$ cat src/tpc_pkg.sv
// Shared constants for the timer prescalers and first timer block
`default_nettype none
package tpc_pkg;
	// Register byte addresses on the AXI4-Lite bus
	localparam logic [7:0] TPC_PMC_ADDR  = 8'h00;
	localparam logic [7:0] TPC_CSEL_ADDR = 8'h04;
	localparam logic [7:0] TPC_CNT_ADDR  = 8'h08;
	localparam logic [7:0] TPC_FLAG_ADDR = 8'h0c;
	localparam logic [7:0] TPC_MASK_ADDR = 8'h10;
	localparam logic [7:0] TPC_ASR_ADDR  = 8'h14;
	localparam int         TPC_ADDR_W    = 8;

	// Field positions
	localparam int TPC_PMC_SHARED_RST = 0;
	localparam int TPC_PMC_ASYNC_RST  = 1;
	localparam int TPC_FLAG_OVF       = 0;
	localparam int TPC_MASK_OVF       = 0;
	localparam int TPC_ASR_ASYNC_SEL  = 3;
	localparam int TPC_CSEL_W         = 3;

	// Reset values
	localparam logic [2:0] TPC_CSEL_RST = 3'h0;
	localparam logic [7:0] TPC_CNT_RST  = 8'h00;

	// Prescaler geometry and tap widths (divide by 2**n)
	localparam int TPC_PRESC_W  = 10;
	localparam int TPC_TAP8_W   = 3;
	localparam int TPC_TAP64_W  = 6;
	localparam int TPC_TAP256_W = 8;

	// Clock select codes
	typedef enum logic [2:0] {
		TPC_CS_STOP  = 3'h0,
		TPC_CS_CLK   = 3'h1,
		TPC_CS_DIV8  = 3'h2,
		TPC_CS_DIV64 = 3'h3,
		TPC_CS_D256  = 3'h4,
		TPC_CS_D1024 = 3'h5,
		TPC_CS_EXTF  = 3'h6,
		TPC_CS_EXTR  = 3'h7
	} tpc_csel_t;

	// AXI responses
	localparam logic [1:0] TPC_RESP_OKAY   = 2'h0;
	localparam logic [1:0] TPC_RESP_SLVERR = 2'h2;

	// Nominal watch crystal frequency for the second timer, in Hz
	localparam int TPC_XTAL_HZ = 32768;
endpackage : tpc_pkg
`default_nettype wire

$ cat src/tpc_top.sv
// Shared and second-timer prescalers, first 8-bit timer, AXI4-Lite registers
//
// Behaviour
// Writing one to the shared prescaler reset bit clears the shared 10-bit prescaler.
// That reset bit clears itself, ignores a written zero and always reads zero.
// The async prescaler reset bit clears the second prescaler and reads one until done only in async mode.
// One shared prescaler reset restarts the tap phases of both the first and the 16-bit timer; only the first timer is built here.
// The shared prescaler divides the main clock by 10 bits with taps at 8, 64, 256 and 1024.
// Clock select 0..7 means stop, clock, div8, div64, div256, div1024, pin fall, pin rise.
// In pin modes the count input pin clocks the timer regardless of the pin's direction.
// The count input pin is sampled on each rising main clock edge before edge detection.
// The external source keeps at least one clock period between count pin transitions.
// The first timer count is an 8-bit up-counter readable and writable by software.
// After a count write with a source selected, counting resumes in the very next cycle.
// An overflow flag in the timer flag register is gated by the mask register onto an interrupt.
// Reserved bits 7..3 of clock select and 7..4 of prescaler control read as zero.
// The second timer runs from the main clock unless async select picks the crystal input.
// While async select is set both crystal pins are released from their port functions.
// The board attaches a crystal across the oscillator pins rather than a driven clock.
// A counting event that wraps the count from ff to 00 sets the overflow flag.
//
// The register addresses and the AXI4-Lite slave port were chosen for this implementation.
`timescale 1ns/1ps
`default_nettype none
module tpc_top
	import tpc_pkg::*;
#(
	parameter int PRESC_W = 10
) (
	input  wire logic                  ref_clk,
	input  wire logic                  rst_n,
	// AXI4-Lite slave
	input  wire logic [TPC_ADDR_W-1:0] s_axi_awaddr,
	input  wire logic                  s_axi_awvalid,
	output logic                       s_axi_awready,
	input  wire logic [31:0]           s_axi_wdata,
	input  wire logic [3:0]            s_axi_wstrb,
	input  wire logic                  s_axi_wvalid,
	output logic                       s_axi_wready,
	output logic [1:0]                 s_axi_bresp,
	output logic                       s_axi_bvalid,
	input  wire logic                  s_axi_bready,
	input  wire logic [TPC_ADDR_W-1:0] s_axi_araddr,
	input  wire logic                  s_axi_arvalid,
	output logic                       s_axi_arready,
	output logic [31:0]                s_axi_rdata,
	output logic [1:0]                 s_axi_rresp,
	output logic                       s_axi_rvalid,
	input  wire logic                  s_axi_rready,
	// Pins and timer outputs
	input  wire logic                  count_input_pin,
	input  wire logic                  crystal_pin_in,
	output logic                       crystal_pins_released,
	output logic                       second_timer_source_clock_sel,
	output logic [PRESC_W-1:0]         shared_prescale,
	output logic [PRESC_W-1:0]         second_prescale,
	output logic                       first_timer_tick,
	output logic                       first_timer_ovf_irq
);
	import tpc_pkg::*;

	////////////////////////////////////////////////////////////////////////
	// Tap decode for one clock select code
	function automatic logic csel_tick(input logic [2:0] cs,
		input logic [PRESC_W-1:0] pc, input logic pin_rise,
		input logic pin_fall);
		logic t;
		t = 1'b0;
		case (cs)
			TPC_CS_STOP:  t = 1'b0;
			TPC_CS_CLK:   t = 1'b1;
			TPC_CS_DIV8:  t = &pc[TPC_TAP8_W-1:0];
			TPC_CS_DIV64: t = &pc[TPC_TAP64_W-1:0];
			TPC_CS_D256:  t = &pc[TPC_TAP256_W-1:0];
			TPC_CS_D1024: t = &pc;
			TPC_CS_EXTF:  t = pin_fall;
			TPC_CS_EXTR:  t = pin_rise;
			default:      t = 1'b0;
		endcase
		return t;
	endfunction : csel_tick

	////////////////////////////////////////////////////////////////////////
	// Bus state
	logic                  aw_full_r, aw_full_nxt;
	logic [TPC_ADDR_W-1:0] aw_addr_r, aw_addr_nxt;
	logic                  w_full_r, w_full_nxt;
	logic [7:0]            w_data_r, w_data_nxt;
	logic                  w_lane0_r, w_lane0_nxt;
	logic                  bvalid_r, bvalid_nxt;
	logic [1:0]            bresp_r, bresp_nxt;
	logic                  rvalid_r, rvalid_nxt;
	logic [31:0]           rdata_r, rdata_nxt;
	logic [1:0]            rresp_r, rresp_nxt;
	logic                  wr_go;
	logic                  wr_hit;
	logic                  awready_r, wready_r, arready_r;

	// Timer state
	logic [2:0]            csel_r, csel_nxt;
	logic [7:0]            cnt_r, cnt_nxt;
	logic                  ovf_flag_r, ovf_flag_nxt;
	logic                  ovf_mask_r, ovf_mask_nxt;
	logic                  async_sel_r, async_sel_nxt;
	logic                  async_rst_pend_r, async_rst_pend_nxt;
	logic                  shared_clr_r, shared_clr_nxt;
	logic                  tick_r, tick_nxt;
	logic                  irq_r, irq_nxt;
	logic                  second_clr;
	logic                  second_adv;
	logic [PRESC_W-1:0]    shared_pc;
	logic [PRESC_W-1:0]    second_pc;
	logic                  t_rise, t_fall, x_rise;
	logic                  tick;

	////////////////////////////////////////////////////////////////////////
	// Sub-blocks
	tpc_pin_edge u_count_pin (
		.ref_clk (ref_clk),
		.rst_n   (rst_n),
		.pin     (count_input_pin),
		.rise    (t_rise),
		.fall    (t_fall)
	);

	tpc_pin_edge u_xtal_pin (
		.ref_clk (ref_clk),
		.rst_n   (rst_n),
		.pin     (crystal_pin_in),
		.rise    (x_rise),
		.fall    ()
	);

	// Shared prescaler: its clear serves the first timer only; the second timer has its own
	tpc_prescaler #(.WIDTH(PRESC_W)) u_shared (
		.ref_clk (ref_clk),
		.rst_n   (rst_n),
		.clear   (shared_clr_r),
		.advance (1'b1),
		.count   (shared_pc)
	);

	tpc_prescaler #(.WIDTH(PRESC_W)) u_second (
		.ref_clk (ref_clk),
		.rst_n   (rst_n),
		.clear   (second_clr),
		.advance (second_adv),
		.count   (second_pc)
	);

	////////////////////////////////////////////////////////////////////////
	// AXI4-Lite slave
	assign wr_go  = aw_full_r & w_full_r & ~bvalid_r;
	assign wr_hit = wr_go & w_lane0_r;

	always_comb begin
		aw_full_nxt = aw_full_r;
		aw_addr_nxt = aw_addr_r;
		w_full_nxt  = w_full_r;
		w_data_nxt  = w_data_r;
		w_lane0_nxt = w_lane0_r;
		bvalid_nxt  = bvalid_r;
		bresp_nxt   = bresp_r;
		rvalid_nxt  = rvalid_r;
		rdata_nxt   = rdata_r;
		rresp_nxt   = rresp_r;
		if (s_axi_awvalid && !aw_full_r) begin
			aw_full_nxt = 1'b1;
			aw_addr_nxt = s_axi_awaddr;
		end
		if (s_axi_wvalid && !w_full_r) begin
			w_full_nxt  = 1'b1;
			w_data_nxt  = s_axi_wdata[7:0];
			w_lane0_nxt = s_axi_wstrb[0];
		end
		if (wr_go) begin
			aw_full_nxt = 1'b0;
			w_full_nxt  = 1'b0;
			bvalid_nxt  = 1'b1;
			case (aw_addr_r)
				TPC_PMC_ADDR, TPC_CSEL_ADDR, TPC_CNT_ADDR,
				TPC_FLAG_ADDR, TPC_MASK_ADDR, TPC_ASR_ADDR:
					bresp_nxt = TPC_RESP_OKAY;
				default: bresp_nxt = TPC_RESP_SLVERR;
			endcase
		end else if (bvalid_r && s_axi_bready) begin
			bvalid_nxt = 1'b0;
		end
		if (s_axi_arvalid && !rvalid_r) begin
			rvalid_nxt = 1'b1;
			rresp_nxt  = TPC_RESP_OKAY;
			rdata_nxt  = 32'h0000_0000;
			case (s_axi_araddr)
				TPC_PMC_ADDR:
					rdata_nxt[TPC_PMC_ASYNC_RST] = async_rst_pend_r;
				TPC_CSEL_ADDR: rdata_nxt[2:0] = csel_r;
				TPC_CNT_ADDR:  rdata_nxt[7:0] = cnt_r;
				TPC_FLAG_ADDR: rdata_nxt[TPC_FLAG_OVF] = ovf_flag_r;
				TPC_MASK_ADDR: rdata_nxt[TPC_MASK_OVF] = ovf_mask_r;
				TPC_ASR_ADDR:  rdata_nxt[TPC_ASR_ASYNC_SEL] = async_sel_r;
				default:       rresp_nxt = TPC_RESP_SLVERR;
			endcase
		end else if (rvalid_r && s_axi_rready) begin
			rvalid_nxt = 1'b0;
		end
	end

	always_ff @(posedge ref_clk or negedge rst_n) begin
		if (!rst_n) begin
			aw_full_r <= 1'b0;
			aw_addr_r <= '0;
			w_full_r  <= 1'b0;
			w_data_r  <= 8'h00;
			w_lane0_r <= 1'b0;
			bvalid_r  <= 1'b0;
			bresp_r   <= TPC_RESP_OKAY;
			rvalid_r  <= 1'b0;
			rdata_r   <= 32'h0000_0000;
			rresp_r   <= TPC_RESP_OKAY;
			awready_r <= 1'b1;
			wready_r  <= 1'b1;
			arready_r <= 1'b1;
		end else begin
			aw_full_r <= aw_full_nxt;
			aw_addr_r <= aw_addr_nxt;
			w_full_r  <= w_full_nxt;
			w_data_r  <= w_data_nxt;
			w_lane0_r <= w_lane0_nxt;
			bvalid_r  <= bvalid_nxt;
			bresp_r   <= bresp_nxt;
			rvalid_r  <= rvalid_nxt;
			rdata_r   <= rdata_nxt;
			rresp_r   <= rresp_nxt;
			awready_r <= ~aw_full_nxt;
			wready_r  <= ~w_full_nxt;
			arready_r <= ~rvalid_nxt;
		end
	end

	assign s_axi_awready = awready_r;
	assign s_axi_wready  = wready_r;
	assign s_axi_bvalid  = bvalid_r;
	assign s_axi_bresp   = bresp_r;
	assign s_axi_arready = arready_r;
	assign s_axi_rvalid  = rvalid_r;
	assign s_axi_rdata   = rdata_r;
	assign s_axi_rresp   = rresp_r;

	////////////////////////////////////////////////////////////////////////
	// Timer and prescaler control
	assign tick = csel_tick(csel_r, shared_pc, t_rise, t_fall);

	// Second prescaler steps on rising crystal edges in async mode, else every clock
	assign second_adv = async_sel_r ? x_rise : 1'b1;
	assign second_clr = async_sel_r ? (async_rst_pend_r & x_rise)
		: (wr_hit && aw_addr_r == TPC_PMC_ADDR
		&& w_data_r[TPC_PMC_ASYNC_RST]);

	always_comb begin
		csel_nxt           = csel_r;
		cnt_nxt            = cnt_r;
		ovf_flag_nxt       = ovf_flag_r;
		ovf_mask_nxt       = ovf_mask_r;
		async_sel_nxt      = async_sel_r;
		async_rst_pend_nxt = async_rst_pend_r;
		shared_clr_nxt     = 1'b0;
		// Pending async reset ends on the crystal edge that applies it
		if (!async_sel_r || x_rise)
			async_rst_pend_nxt = 1'b0;
		// A written count wins this cycle; counting resumes on the next
		if (wr_hit && aw_addr_r == TPC_CNT_ADDR)
			cnt_nxt = w_data_r;
		else if (tick)
			cnt_nxt = cnt_r + 8'h01;
		if (wr_hit) begin
			case (aw_addr_r)
				TPC_PMC_ADDR: begin
					shared_clr_nxt = w_data_r[TPC_PMC_SHARED_RST];
					if (async_sel_r && w_data_r[TPC_PMC_ASYNC_RST])
						async_rst_pend_nxt = 1'b1;
				end
				TPC_CSEL_ADDR: csel_nxt = w_data_r[TPC_CSEL_W-1:0];
				TPC_FLAG_ADDR:
					if (w_data_r[TPC_FLAG_OVF])
						ovf_flag_nxt = 1'b0;
				TPC_MASK_ADDR: ovf_mask_nxt = w_data_r[TPC_MASK_OVF];
				TPC_ASR_ADDR:
					async_sel_nxt = w_data_r[TPC_ASR_ASYNC_SEL];
				default: ;
			endcase
		end
		// Overflow set wins over a clear in the same cycle
		if (tick && cnt_r == 8'hff && !(wr_hit && aw_addr_r == TPC_CNT_ADDR))
			ovf_flag_nxt = 1'b1;
		tick_nxt = tick;
		irq_nxt  = ovf_flag_nxt & ovf_mask_nxt;
	end

	always_ff @(posedge ref_clk or negedge rst_n) begin
		if (!rst_n) begin
			csel_r           <= TPC_CSEL_RST;
			cnt_r            <= TPC_CNT_RST;
			ovf_flag_r       <= 1'b0;
			ovf_mask_r       <= 1'b0;
			async_sel_r      <= 1'b0;
			async_rst_pend_r <= 1'b0;
			shared_clr_r     <= 1'b0;
			tick_r           <= 1'b0;
			irq_r            <= 1'b0;
		end else begin
			csel_r           <= csel_nxt;
			cnt_r            <= cnt_nxt;
			ovf_flag_r       <= ovf_flag_nxt;
			ovf_mask_r       <= ovf_mask_nxt;
			async_sel_r      <= async_sel_nxt;
			async_rst_pend_r <= async_rst_pend_nxt;
			shared_clr_r     <= shared_clr_nxt;
			tick_r           <= tick_nxt;
			irq_r            <= irq_nxt;
		end
	end

	assign crystal_pins_released         = async_sel_r;
	assign second_timer_source_clock_sel = async_sel_r;
	assign shared_prescale               = shared_pc;
	assign second_prescale               = second_pc;
	assign first_timer_tick              = tick_r;
	assign first_timer_ovf_irq           = irq_r;
endmodule : tpc_top
`default_nettype wire

$ cat src/tpc_prescaler.sv
// Free-running prescaler counter with synchronous clear and advance
`timescale 1ns/1ps
`default_nettype none
module tpc_prescaler #(
	parameter int WIDTH = 10
) (
	input  wire logic             ref_clk,
	input  wire logic             rst_n,
	input  wire logic             clear,
	input  wire logic             advance,
	output logic      [WIDTH-1:0] count
);
	logic [WIDTH-1:0] count_r;
	logic [WIDTH-1:0] count_nxt;

	always_comb begin
		count_nxt = count_r;
		if (clear)
			count_nxt = '0;
		else if (advance)
			count_nxt = count_r + {{(WIDTH-1){1'b0}}, 1'b1};
	end

	always_ff @(posedge ref_clk or negedge rst_n) begin
		if (!rst_n)
			count_r <= '0;
		else
			count_r <= count_nxt;
	end

	assign count = count_r;
endmodule : tpc_prescaler
`default_nettype wire

$ cat src/tpc_pin_edge.sv
// Two-stage synchroniser with rise and fall detection on the synced level
`timescale 1ns/1ps
`default_nettype none
module tpc_pin_edge (
	input  wire logic ref_clk,
	input  wire logic rst_n,
	input  wire logic pin,
	output logic      rise,
	output logic      fall
);
	logic meta_r;
	logic sync_r;
	logic last_r;
	logic [2:0] stage_nxt;

	// Pin sampled on each rising clock edge before edge detection
	always_comb begin
		stage_nxt = {pin, meta_r, sync_r};
	end

	always_ff @(posedge ref_clk or negedge rst_n) begin
		if (!rst_n) begin
			meta_r <= 1'b0;
			sync_r <= 1'b0;
			last_r <= 1'b0;
		end else begin
			meta_r <= stage_nxt[2];
			sync_r <= stage_nxt[1];
			last_r <= stage_nxt[0];
		end
	end

	assign rise = sync_r & ~last_r;
	assign fall = ~sync_r & last_r;
endmodule : tpc_pin_edge
`default_nettype wire

$ cat config.mk
export PLATFORM = sky130hd
export DESIGN_NAME = tpc_top
export DESIGN_NICKNAME = d
export VERILOG_FILES = /design/src/tpc_pkg.sv /design/src/tpc_top.sv /design/src/tpc_prescaler.sv /design/src/tpc_pin_edge.sv
export SDC_FILE = /design/constraint.sdc
export NUM_CORES = 1
export LEC_CHECK = 0
export ABC_AREA = 1
export BUFFER_PORTS_ARGS = -buffer_cell sky130_fd_sc_hd__buf_2
export CAP_MARGIN = 20
export CORE_MARGIN = 2
export CORE_UTILIZATION = 46
export CTS_CLUSTER_DIAMETER = 60
export DETAILED_ROUTE_END_ITERATION = 7
export PLACE_DENSITY = 0.76
export SYNTH_ARGS = -nofsm -noshare
export SYNTH_HDL_FRONTEND = slang
export SYNTH_SLANG_ARGS = --single-unit
$ cat constraint.sdc
create_clock -name ref_clk -period 1.6 [get_ports ref_clk]
set_input_delay 0.32 -clock ref_clk [delete_from_list [all_inputs] [get_ports ref_clk]]
set_output_delay 0.32 -clock ref_clk [all_outputs]
set_load 0.05 [all_outputs]
==> results_dict.tcl <==
set metrics [dict create \
    pwr_density_cell_mw_per_mm2 1550 \
    synth_async_sr_flop_share_pct 100 \
    synth_edf_count 0 \
    outcome "completed" \
    h-tree-depth 3 \
    maxCapViolations 0 \
    critPathKind "reg2reg" \
    setup_viol 0 \
    wire_per_inst_um 12.0 \
    synthFlopType "dfrtp_1" \
    p_leak_nw 2.52 \
    critPathSlowestCell "dfrtp_2" \
    finalHoldViolations 0 \
    die-area_mm2 0.00937 \
    wl_um 7900 \
    holdWs_ps 73.0 \
    yosysWarnings 0 \
    hpwl_um 5890 \
    yosysSeqAreaShare_pct 49.4 \
    path_clk_slew_ps 80 \
    drc 0 \
    ys_seq_elements 78 \
    cp.required_ps 1890 \
    worstPathCellList "ha_4 -> ha_4 -> nand2_2 -> a21oi_2 -> nand2_2 -> nand4_4 -> nor2_4 -> nand2_1 -> nand2_1" \
    die_y_um 96.8 \
    gp_congestion 0.914 \
    finClkSkew_ps 5.89 \
    netlist_area_mm2 0.00396 \
    period_minus_slack_ps 1530 \
    clockBufferDepth 2 \
    rows 33 \
    gr-total-overflow 0 \
    viasPerCell 4.82 \
    cts_root_buf "clkbuf_8" \
    final_common_cell "nand2_1" \
    rsz0062_at_grt "true" \
    endpoint_kind "register" \
    dr.pass1.iters 6 \
    hold_class "in2reg" \
    layout-drive-gt1-share_pct 26.8 \
    drv_slew 0 \
    period_share_pct 95.9 \
    vias 3189 \
    cts_sinks 78 \
    nets 616 \
    pin_count 126 \
    cts_tree "yes" \
    fmax_ghz 0.652 \
    fp.dieW_um 96.8 \
    finalNonFillerCells 661 \
    antenna_found_initial 0 \
    dp_cells 639 \
    diodes 0 \
    crit_path_max_incr_delay_ps 440 \
    initial_core_util_pct 47.7 \
    cts_made_buffers 9 \
    portBuffers 72 \
    synth_cell_types 39 \
    cp-start-kind "register" \
    insertion_delay_ps 350 \
    grt_pass1_vias 3078 \
    synth_cells 462 \
    grt_pass1_wl_um 13500 \
    synth.avg_cell_area_um2 8.58 \
    core_mm2 0.00830 \
    cp_max_fo 8 \
    area_delta_synth_final_pct 19.3 \
    n_fill_cell 748 \
    most-common-layout-cells "93 x nand2_1, 71 x dfrtp_1, 71 x buf_2, 58 x inv_1, 43 x nor2_1" \
    drtIter0Drc 127 \
    cp.arrival_ps 1830 \
    antenna_left 0 \
    peakVddDrop_uv 1550 \
    grt.total_usage_pct 17.4 \
    grt_max_degree 37 \
]
-- area by class of cell --
| class | count | area (um^2) | area share (%) |
|---|---|---|---|
| Sequential cell | 78 | 1960 | 41.5 |
| Multi-Input combinational cell | 318 | 1740 | 36.9 |
| Timing Repair Buffer | 84 | 468 | 9.90 |
| Inverter | 60 | 225 | 4.77 |
| Clock buffer | 10 | 138 | 2.91 |
| Tap cell | 105 | 131 | 2.78 |
| Clock inverter | 6 | 61.3 | 1.30 |
-- per-stage QoR --
step           util (%)  setup slack, ps  power [mW]  TNS (ps)  instance area, um^2
6_report           56.9             66.0        7.31         0                 4730
2_1_floorplan         -             2.86        5.15         0                 4060
3_3_place_gp       52.9             48.4        5.70         0                 4390
4_1_cts            55.5             3.50        7.29         0                 4600
5_1_grt            56.9            -31.3        7.77     -70.3                 4730
3_5_place_dp       52.9             25.8        5.78         0                 4390
-- cells by family after synthesis --
family	synth area share (%)
AOI/OAI and AO/OA	7.86
xor gates and xnor gates	2.21
adders and majority gates	1.26
buffers and inverters	11.3
DFF	49.4
muxes	1.14
other	0.0946
and+or+nand+nor	26.8
-- worst max-delay path, delay by kind of cell, from the launching register on --
kind / cells / cell delay, ps
AO/OA/AOI/OAI: 1 / 50
adder cells (fa/ha/maj): 2 / 330
flip-flops: 1 / 440
AND/OR/NAND/NOR: 6 / 660
-- layer usage --
layer | global-route usage, % | routed length, um
met5 | 0 | 0
met4 | 7.80 | 129
met3 | 4.26 | 503
met2 | 28.0 | 3680
met1 | 22.2 | 3590
-- repair_timing --
action	in CTS	in global routing
hold buffers	1	0
hold endpoints to repair	26	0
endpoints found under the setup margin	0	14
resized for setup	0	18
buffers inserted	0	5
-- sequential cells by signal, indices dropped and copies added (netlist names), 3 cells and up --
name / count
u_second.count: 10
u_shared.count: 10
aw_addr_r: 8
cnt_r: 8
s_axi_rdata: 8
w_data_r: 8
csel_r: 3
-- final timing paths --
path,start,to,slack [ps],depth (start not counted)
min reg2reg,u_count_pin.meta_r$_DFF_PN0_,u_count_pin.sync_r$_DFF_PN0_,350,0
max reg2reg,u_shared.count[1]$_DFF_PN0_,cnt_r[2]$_DFFE_PN0P_,70,9
max in group asynchronous,rst_n,u_second.count[1]$_DFFE_PN0P_,610,3
max,u_shared.count[1]$_DFF_PN0_,cnt_r[2]$_DFFE_PN0P_,70,9
min,crystal_pin_in,u_xtal_pin.meta_r$_DFF_PN0_,70,1
min in group asynchronous,rst_n,aw_addr_r[6]$_DFFE_PN0P_,450,2
-- where the power goes --
part | internal [mW] | switching, mW
logic | 0.791 | 2.11
clock network | 0.757 | 0.721
registers | 2.52 | 0.411
-- synth_stat cells, types with 2 or more instances --
master    count  area share [%]
nand3_1      29             3.7
nand3b_1      2            0.38
nor2_2        5            0.79
nand3_2       3            0.76
xor2_1        8             1.8
and3_1        2            0.32
nand2_4       3            0.85
inv_1        58             5.5
inv_2         2            0.19
ha_1          4             1.3
mux2_2        4             1.1
xnor2_1       2            0.44
dfrtp_1      75              47
a31oi_1       2            0.32
o21ai_0      21             2.7
nand4_1       7             1.1
buf_2         3            0.38
nor2_4        4             1.1
o31ai_1       4            0.76
nor2_1       45             4.3
a21oi_1      25             3.2
o21ai_1       3            0.38
buf_4        27             5.1
nand2_1      95             9.0
nand2_2       5            0.79
nor3_1        9             1.1
dfstp_2       3             2.0
Power figures use the tool's default switching activity.
